File: src/verilog/brake_seq_defs.vh
// Constants for the holding brake sequencer
// What this block does
// - Brake release output drops on servo-off or alarm; high releases the brake.
// - Release output unassigned after reset; driven only on pairs selecting brake code.
// - Stopped motor: brake applies at servo-off, power held for off-wait (10 ms steps).
// - Positive on-wait: release brake first, energise motor after that many ms.
// - Negative on-wait: energise at once, release brake after its magnitude in ms.
// - Alarm removes motor power immediately, ignoring the off-wait.
// - Running motor stopping: brake applies once speed falls below threshold.
// - Running motor stopping: brake also applies after the brake timeout elapses.
// - Wait, threshold and timeout settings take effect immediately.
// - Several functions on one pin pair drive the OR of them all.
`ifndef BRAKE_SEQ_DEFS_VH
`define BRAKE_SEQ_DEFS_VH
`define CLK_FREQ_KHZ 200000
`define TICK_PERIOD_US 1000
`define TICK_CYCLES ((`CLK_FREQ_KHZ * `TICK_PERIOD_US) / 1000)
`define STEP_10MS 13'h000a
`define FUNC_BRAKE_CODE 4'h4
`define FUNC_UNASSIGNED 4'hf
`define ON_WAIT_RESET 12'h000
`define OFF_WAIT_RESET 9'h000
`define SPEED_THRESH_RESET 7'h64
`define BRAKE_TIMEOUT_RESET 7'h32
`define HOST_REF_WAIT_MS 50
`endif

File: src/verilog/holding_brake_sequencer.v
// Holding brake sequencer with AHB-Lite register slave
`timescale 1ns/1ps
`default_nettype none
`include "brake_seq_defs.vh"
module holding_brake_sequencer #(
	parameter integer TICK_CYCLES = `TICK_CYCLES
) (
	input wire core_clk, // 200 MHz control clock
	input wire rstn, // Async reset, active low
	input wire hsel, // AHB slave select
	input wire [31:0] haddr, // AHB address
	input wire [1:0] htrans, // AHB transfer type
	input wire hwrite, // AHB write
	input wire [2:0] hsize, // AHB size
	input wire [31:0] hwdata, // AHB write data
	input wire hready, // AHB bus ready
	output reg [31:0] hrdata, // AHB read data
	output wire hreadyout, // Slave ready, always high
	output wire hresp, // Always OKAY
	input wire servo_on_cmd, // Servo on request level, async
	input wire alarm_in, // Alarm level, async
	input wire motor_running, // Speed above run detect, async
	input wire [6:0] motor_speed_rpm, // Motor speed magnitude, same clock
	input wire [2:0] other_func_out, // Other functions already routed per pair
	output reg motor_power_en, // Motor energised
	output reg [2:0] out_pair // Output pin pair levels
);
	localparam [3:0] A_ON_WAIT = 4'h0;
	localparam [3:0] A_OFF_WAIT = 4'h4;
	localparam [3:0] A_SPEED = 4'h8;
	localparam [3:0] A_TIMEOUT = 4'hc;
	localparam [7:0] A_FUNC_SEL = 8'h10;
	localparam [7:0] A_STATUS = 8'h14;
	localparam [5:0] S_OFF = 6'h01;
	localparam [5:0] S_ON_BRK_FIRST = 6'h02;
	localparam [5:0] S_ON_PWR_FIRST = 6'h04;
	localparam [5:0] S_RUN = 6'h08;
	localparam [5:0] S_STOP_HOLD = 6'h10;
	localparam [5:0] S_STOP_RUN = 6'h20;

	// Settings registers
	reg [11:0] energise_wait_time_r; // Signed ms
	reg [8:0] deenergise_wait_time_r; // 10 ms steps
	reg [6:0] brake_speed_threshold_r;
	reg [6:0] brake_apply_timeout_r; // 10 ms steps
	reg [11:0] output_function_select_r; // Three 4-bit selectors
	reg [5:0] state_r;
	reg [5:0] state_nxt;
	reg brake_release_out;
	reg brake_nxt;
	reg power_nxt;
	reg [12:0] ms_cnt_r;
	reg ms_clr;
	reg [1:0] son_s_r;
	reg [1:0] alm_s_r;
	reg [1:0] run_s_r;
	reg son_d_r;
	reg alm_d_r;
	reg ap_valid_r;
	reg ap_write_r;
	reg [7:0] ap_addr_r;
	wire tick;
	wire son = son_s_r[1];
	wire alm = alm_s_r[1];
	wire running = run_s_r[1];
	wire on_ev = son & ~son_d_r & ~alm;
	wire off_ev = (~son & son_d_r) | (alm & ~alm_d_r);
	wire [11:0] on_mag = energise_wait_time_r[11] ? (~energise_wait_time_r + 12'h001) :
		energise_wait_time_r;
	wire [12:0] off_ms = {4'h0, deenergise_wait_time_r} * `STEP_10MS;
	wire [12:0] to_ms = {6'h00, brake_apply_timeout_r} * `STEP_10MS;

	ms_tick_gen #(.CYCLES(TICK_CYCLES)) u_tick (
		.core_clk(core_clk),
		.rstn(rstn),
		.tick(tick)
	);

	// Input synchronisers
	always @(posedge core_clk or negedge rstn) begin
		if (!rstn) begin
			son_s_r <= 2'b00;
			alm_s_r <= 2'b00;
			run_s_r <= 2'b00;
			son_d_r <= 1'b0;
			alm_d_r <= 1'b0;
		end else begin
			son_s_r <= {son_s_r[0], servo_on_cmd};
			alm_s_r <= {alm_s_r[0], alarm_in};
			run_s_r <= {run_s_r[0], motor_running};
			son_d_r <= son;
			alm_d_r <= alm;
		end
	end

	// Millisecond counter, cleared on every sequence start
	always @(posedge core_clk or negedge rstn) begin
		if (!rstn)
			ms_cnt_r <= 13'h0000;
		else if (ms_clr)
			ms_cnt_r <= 13'h0000;
		else if (tick && ms_cnt_r != 13'h1fff)
			ms_cnt_r <= ms_cnt_r + 13'h0001;
	end

	// Sequencer; settings read live so edits act at once
	always @* begin
		state_nxt = state_r;
		brake_nxt = brake_release_out;
		power_nxt = motor_power_en;
		ms_clr = 1'b0;
		if (off_ev && state_r != S_OFF) begin
			ms_clr = 1'b1;
			if (running) begin
				// Brake stays released until the motor has slowed down or the brake timeout elapses
				power_nxt = 1'b0;
				state_nxt = S_STOP_RUN;
			end else begin
				brake_nxt = 1'b0;
				if (alm) begin
					power_nxt = 1'b0;
					state_nxt = S_OFF;
				end else begin
					state_nxt = S_STOP_HOLD;
				end
			end
		end else begin
			case (state_r)
				S_OFF: begin
					if (on_ev) begin
						ms_clr = 1'b1;
						if (energise_wait_time_r[11]) begin
							power_nxt = 1'b1;
							state_nxt = S_ON_PWR_FIRST;
						end else begin
							brake_nxt = 1'b1;
							state_nxt = S_ON_BRK_FIRST;
						end
					end
				end
				S_ON_BRK_FIRST: begin
					if (ms_cnt_r >= {1'b0, on_mag}) begin
						power_nxt = 1'b1;
						state_nxt = S_RUN;
					end
				end
				S_ON_PWR_FIRST: begin
					if (ms_cnt_r >= {1'b0, on_mag}) begin
						brake_nxt = 1'b1;
						state_nxt = S_RUN;
					end
				end
				S_RUN: state_nxt = S_RUN;
				S_STOP_HOLD: begin
					if (alm || ms_cnt_r >= off_ms) begin
						power_nxt = 1'b0;
						state_nxt = S_OFF;
					end
				end
				S_STOP_RUN: begin
					if (motor_speed_rpm < brake_speed_threshold_r || ms_cnt_r >= to_ms) begin
						brake_nxt = 1'b0;
						state_nxt = S_OFF;
					end
				end
				default: state_nxt = S_OFF;
			endcase
		end
	end

	// Sequencer state, brake release and motor power
	always @(posedge core_clk or negedge rstn) begin
		if (!rstn) begin
			state_r <= S_OFF;
			brake_release_out <= 1'b0;
			motor_power_en <= 1'b0;
		end else begin
			state_r <= state_nxt;
			brake_release_out <= brake_nxt;
			motor_power_en <= power_nxt;
		end
	end

	// Pin pair mapping, ORed with other assigned functions
	always @(posedge core_clk or negedge rstn) begin
		if (!rstn) begin
			out_pair <= 3'b000;
		end else begin
			out_pair[0] <= other_func_out[0] | (brake_release_out &&
				output_function_select_r[3:0] == `FUNC_BRAKE_CODE);
			out_pair[1] <= other_func_out[1] | (brake_release_out &&
				output_function_select_r[7:4] == `FUNC_BRAKE_CODE);
			out_pair[2] <= other_func_out[2] | (brake_release_out &&
				output_function_select_r[11:8] == `FUNC_BRAKE_CODE);
		end
	end

	// AHB-Lite slave: zero wait, always OKAY
	assign hreadyout = 1'b1;
	assign hresp = 1'b0;

	// Address phase capture
	always @(posedge core_clk or negedge rstn) begin
		if (!rstn) begin
			ap_valid_r <= 1'b0;
			ap_write_r <= 1'b0;
			ap_addr_r <= 8'h00;
		end else if (hready) begin
			ap_valid_r <= hsel & htrans[1];
			ap_write_r <= hwrite;
			ap_addr_r <= haddr[7:0];
		end
	end

	// Register writes in data phase
	always @(posedge core_clk or negedge rstn) begin
		if (!rstn) begin
			energise_wait_time_r <= `ON_WAIT_RESET;
			deenergise_wait_time_r <= `OFF_WAIT_RESET;
			brake_speed_threshold_r <= `SPEED_THRESH_RESET;
			brake_apply_timeout_r <= `BRAKE_TIMEOUT_RESET;
			output_function_select_r <= {3{`FUNC_UNASSIGNED}};
		end else if (ap_valid_r && ap_write_r) begin
			case (ap_addr_r)
				{4'h0, A_ON_WAIT}: energise_wait_time_r <= hwdata[11:0];
				{4'h0, A_OFF_WAIT}: deenergise_wait_time_r <= hwdata[8:0];
				{4'h0, A_SPEED}: brake_speed_threshold_r <= hwdata[6:0];
				{4'h0, A_TIMEOUT}: brake_apply_timeout_r <= hwdata[6:0];
				A_FUNC_SEL: output_function_select_r <= hwdata[11:0];
				default: output_function_select_r <= output_function_select_r;
			endcase
		end
	end

	// Read mux; unmapped reads zero
	always @* begin
		hrdata = 32'h00000000;
		case (ap_addr_r)
			{4'h0, A_ON_WAIT}: hrdata = {{20{energise_wait_time_r[11]}}, energise_wait_time_r};
			{4'h0, A_OFF_WAIT}: hrdata = {23'h000000, deenergise_wait_time_r};
			{4'h0, A_SPEED}: hrdata = {25'h0000000, brake_speed_threshold_r};
			{4'h0, A_TIMEOUT}: hrdata = {25'h0000000, brake_apply_timeout_r};
			A_FUNC_SEL: hrdata = {20'h00000, output_function_select_r};
			A_STATUS: hrdata = {22'h000000, state_r, motor_power_en, brake_release_out,
				alm, son};
			default: hrdata = 32'h00000000;
		endcase
	end
endmodule // holding_brake_sequencer
`default_nettype wire

File: src/verilog/ms_tick_gen.v
// Millisecond tick generator from the control clock
`timescale 1ns/1ps
`default_nettype none
module ms_tick_gen #(
	parameter integer CYCLES = 200000
) (
	input wire core_clk, // Control clock
	input wire rstn, // Async reset, active low
	output reg tick // One-cycle pulse each period
);
	localparam integer W = $clog2(CYCLES);
	reg [W-1:0] cnt_r;

	// Free running divider
	always @(posedge core_clk or negedge rstn) begin
		if (!rstn) begin
			cnt_r <= {W{1'b0}};
			tick <= 1'b0;
		end else if (cnt_r == CYCLES[W-1:0] - 1'b1) begin
			cnt_r <= {W{1'b0}};
			tick <= 1'b1;
		end else begin
			cnt_r <= cnt_r + 1'b1;
			tick <= 1'b0;
		end
	end
endmodule // ms_tick_gen
`default_nettype wire
File: config.mk
export PLATFORM = sky130hd
export DESIGN_NAME = holding_brake_sequencer
export DESIGN_NICKNAME = d
export VERILOG_FILES = /design/src/verilog/holding_brake_sequencer.v /design/src/verilog/ms_tick_gen.v
export VERILOG_INCLUDE_DIRS = /design/src /design/src/verilog
export SDC_FILE = /design/constraint.sdc
export NUM_CORES = 1
export LEC_CHECK = 0
export ABC_CLOCK_PERIOD_IN_PS = 3100
export BUFFER_PORTS_ARGS = -buffer_cell sky130_fd_sc_hd__buf_4
export CAP_MARGIN = 20
export CORE_MARGIN = 10
export CORE_UTILIZATION = 51
export CTS_CLUSTER_SIZE = 8
export DETAILED_ROUTE_END_ITERATION = 6
export PLACE_DENSITY_LB_ADDON = 0.15
export SYNTH_ARGS = -nofsm -noshare
export SYNTH_HDL_FRONTEND = slang
export SYNTH_SLANG_ARGS = --single-unit
File: constraint.sdc
create_clock -name core_clk -period 3.1 [get_ports core_clk]
set_input_delay 0 -clock core_clk [delete_from_list [all_inputs] [get_ports core_clk]]
set_output_delay 0 -clock core_clk [all_outputs]
set_load 0.05 [all_outputs]
==> flow_summary.json <==
{
  "grt_pass1_vias": 5728,
  "finClkSkew_ps": 14.4,
  "worst_ep_required_time_ps": 3360,
  "tritoncts": "yes",
  "violations": "negative setup slack",
  "post-synth-top-count-cell": "dfrtp_1",
  "hpwl_um": 13500,
  "min_period_ps": 3490,
  "wire_per_inst_um": 18.5,
  "grt_max_degree": 65,
  "max_clock_freq_ghz": 0.286,
  "die_area_sq_um": 18400,
  "worst_slew_pin_slew_ps": 869,
  "area_growth_pct": 29.9,
  "grt_overflow": 0,
  "placed_cell_area_sq_um": 7830,
  "power_density_nw_per_um2": 425,
  "synth_top_area_cell": "dfrtp_1",
  "synth-edff-count": 0,
  "power_mw": 3.75,
  "cts-buffers-inserted": 9,
  "post-route-period-util_pct": 113,
  "num-fill-cells": 987,
  "reg2reg_to": "state_r[3]$_DFFE_PN0P_",
  "reg2reg_setup_slack_ps": -390,
  "maxCapViolCount": 0,
  "critPathArrivalTime_ps": 3750,
  "ys_top_cells_by_count": "dfrtp_1 (89), ha_1 (67), nand2_1 (56), nor2_1 (39), inv_1 (36)",
  "synthCells": 647,
  "vias": 5490,
  "avgSynthCellArea_sq_um": 10.5,
  "path_max_fanout": 3,
  "row_count": 42,
  "clock_sinks": 108,
  "cts.path.max_buffers": 2,
  "io_pins": 125,
  "synthesis.nets": 803,
  "slew_headroom_pct": 42.1,
  "grt_setup_unrepaired": "yes",
  "antenna_left": 0,
  "drt_wl_total_um": 18200,
  "critPathLaunch": "deenergise_wait_time_r[2]$_DFFE_PN0P_",
  "synth_top_area_share_pct": 32.7,
  "drv_slew": 0,
  "ys.flop_type": "dfrtp_1",
  "n_antenna_cell": 0,
  "drt_iter0_drc": 292,
  "yosys_warnings": 0,
  "path_clk_slew_ps": 90,
  "synth-async-reset-ratio_pct": 100,
  "cts-root-buf": "clkbuf_16",
  "drc": 0,
  "die_h_um": 136,
  "worstSetupPathType": "reg2reg",
  "start_util_pct": 51.8,
  "gp_congestion": 0.885,
  "grt_usage_pct": 20.4,
  "setup_violations": 8,
  "hold_depth": 2,
  "ys_ff_latch": 108,
  "die_x_um": 136,
  "synth_area_leaders": "dfrtp_1 (33%), ha_1 (12%), dfstp_2 (7.3%), mux2_1 (4.3%), xor2_1 (3.5%)",
  "nets": 962,
  "r2r_cells": 15,
  "outcome": "finished, violations left",
  "setup_slack_ps": -391,
  "critPathCaptureType": "flip-flop",
  "grt_antenna_before_repair": 0,
  "drtPass1Iterations": 4,
  "final_layout_size_suffix_gt1_share_pct": 31.3,
  "endpoint": "state_r[3]$_DFFE_PN0P_",
  "synth_cell_types": 66,
  "power.ir.vdd_worst_mv": 0.254,
  "start_kind": "flip-flop",
  "htreeDepth": 3,
  "holdWs_ps": 7.06,
  "ys_seq_area_share_pct": 40.1,
  "r2r-start": "deenergise_wait_time_r[2]$_DFFE_PN0P_",
  "hold_viol_final": 0,
  "port_buffers": 74,
  "clk_latency_ps": 370,
  "synth_area_sq_um": 6810,
  "grt_pass1_wl_um": 30000,
  "core-area_sq_um": 13100,
  "final_area_sq_um": 8840,
  "viasPerCell": 5.56,
  "min_path_type": "in2reg",
  "leakagePower_nw": 4.23
}
==> layout by cell type, fill, tap and decap left out, types with 5 or more instances in the layout <==
cell,count
nor3_1,17
xnor2_1,17
nand2b_1,7
mux2_4,11
buf_4,141
o21ai_1,6
a21oi_2,5
nand3_1,23
dfstp_2,19
nor2_1,39
inv_1,35
ha_4,12
a21oi_1,13
a22oi_1,8
and3_1,7
xor2_1,26
nand4_1,10
a21o_1,7
ha_1,55
clkbuf_16,9
mux2_1,24
mux4_2,7
o21ai_0,16
mux2_2,14
dlygate4sd3_1,39
nand2_1,54
dfrtp_1,89
o31ai_1,6
==> layout make-up <==
class	instances	area, sq um	share of cell area (%)
Timing Repair Buffer	182	1470	16.6
Tap cell	176	220	2.49
Clock buffer	9	225	2.55
Clock inverter	7	68.8	0.778
Sequential cell	108	2730	30.8
Inverter	36	135	1.53
Multi-Input combinational cell	469	3990	45.2
==> power breakdown <==
part,internal (mW),switching [mW],leakage (nW)
clock network,0.567,0.584,0.138
logic,0.482,0.505,2.78
registers,1.50,0.112,1.32
total,2.55,1.20,4.23
==> through the flow <==
| stage | setup TNS [ps] | instances | utilization (%) | setup slack, ps |
|---|---|---|---|---|
| after detailed placement | -1790 | 921 | 59.6 | -341 |
| after CTS | -1580 | 983 | 66.1 | -314 |
| after global placement | -1070 | 921 | 59.6 | -259 |
| after global routing | -3340 | 987 | 67.3 | -552 |
| final | -2070 | 987 | 67.3 | -391 |
| after floorplan | -209 | 647 | - | -117 |
==> per-layer routing <==
| metal | GRT usage, % | wire (um) |
|---|---|---|
| met1 | 24.7 | 7630 |
| met2 | 35.6 | 9570 |
| met3 | 3.30 | 614 |
| met4 | 7.48 | 402 |
| met5 | 0 | 0 |
==> worst max-delay path, stage by stage, from the launching register on <==
cell      delay, ps
dfrtp_1         440
ha_4            310
ha_4            190
a21o_1          170
a21oi_2         170
nand2b_4        160
a21oi_4          60
o41a_1          410
xnor2_2         170
ha_4            290
and4_4          220
nand2_2          40
and4b_1         170
nand3_2          80
nand4_1         200
nor4b_2         300
==> timing repair <==
item / CTS / global route
pin swaps: 17 / 15
gates resized for setup: 22 / 21
setup endpoints to repair: 7 / 29
hold buffers: 39 / 0
endpoints found under the hold margin: 114 / 0
setup buffers: 7 / 4
==> cells by family after synthesis <==
group | after synthesis | synth area share, %
buf+inv | 70 | 5.22
compound gates | 95 | 9.26
flops | 108 | 40.1
other cells | 2 | 0.110
xor+xnor | 45 | 5.79
mux | 59 | 11.4
simple gates | 199 | 15.3
fa+ha+maj | 69 | 12.9
==> worst min-delay path by stage <==
| stage | startpoint | endpoint | slack, ps |
|---|---|---|---|
| 2_1_floorplan | rstn | alm_d_r$_DFF_PN0_ | -300 |
| 3_3_place_gp | servo_on_cmd | son_s_r[0]$_DFF_PN0_ | 110 |
| 3_5_place_dp | servo_on_cmd | son_s_r[0]$_DFF_PN0_ | 110 |
| 4_1_cts | hready | ap_addr_r[5]$_DFFE_PN0P_ | 3 |
| 5_1_grt | hready | ap_addr_r[5]$_DFFE_PN0P_ | 20 |
| 6_report | hready | ap_addr_r[5]$_DFFE_PN0P_ | 7 |
==> state kept, by name, indices dropped and copies added, names as in the netlist, 2 cells and up <==
name / cells
alm_s_r: 2
ap_addr_r: 8
brake_apply_timeout_r: 7
brake_speed_threshold_r: 7
deenergise_wait_time_r: 9
energise_wait_time_r: 12
ms_cnt_r: 13
out_pair: 3
output_function_select_r: 12
run_s_r: 2
son_s_r: 2
state_r: 6
u_tick.cnt_r: 18
Note: power is estimated with default switching activity, not from simulation.
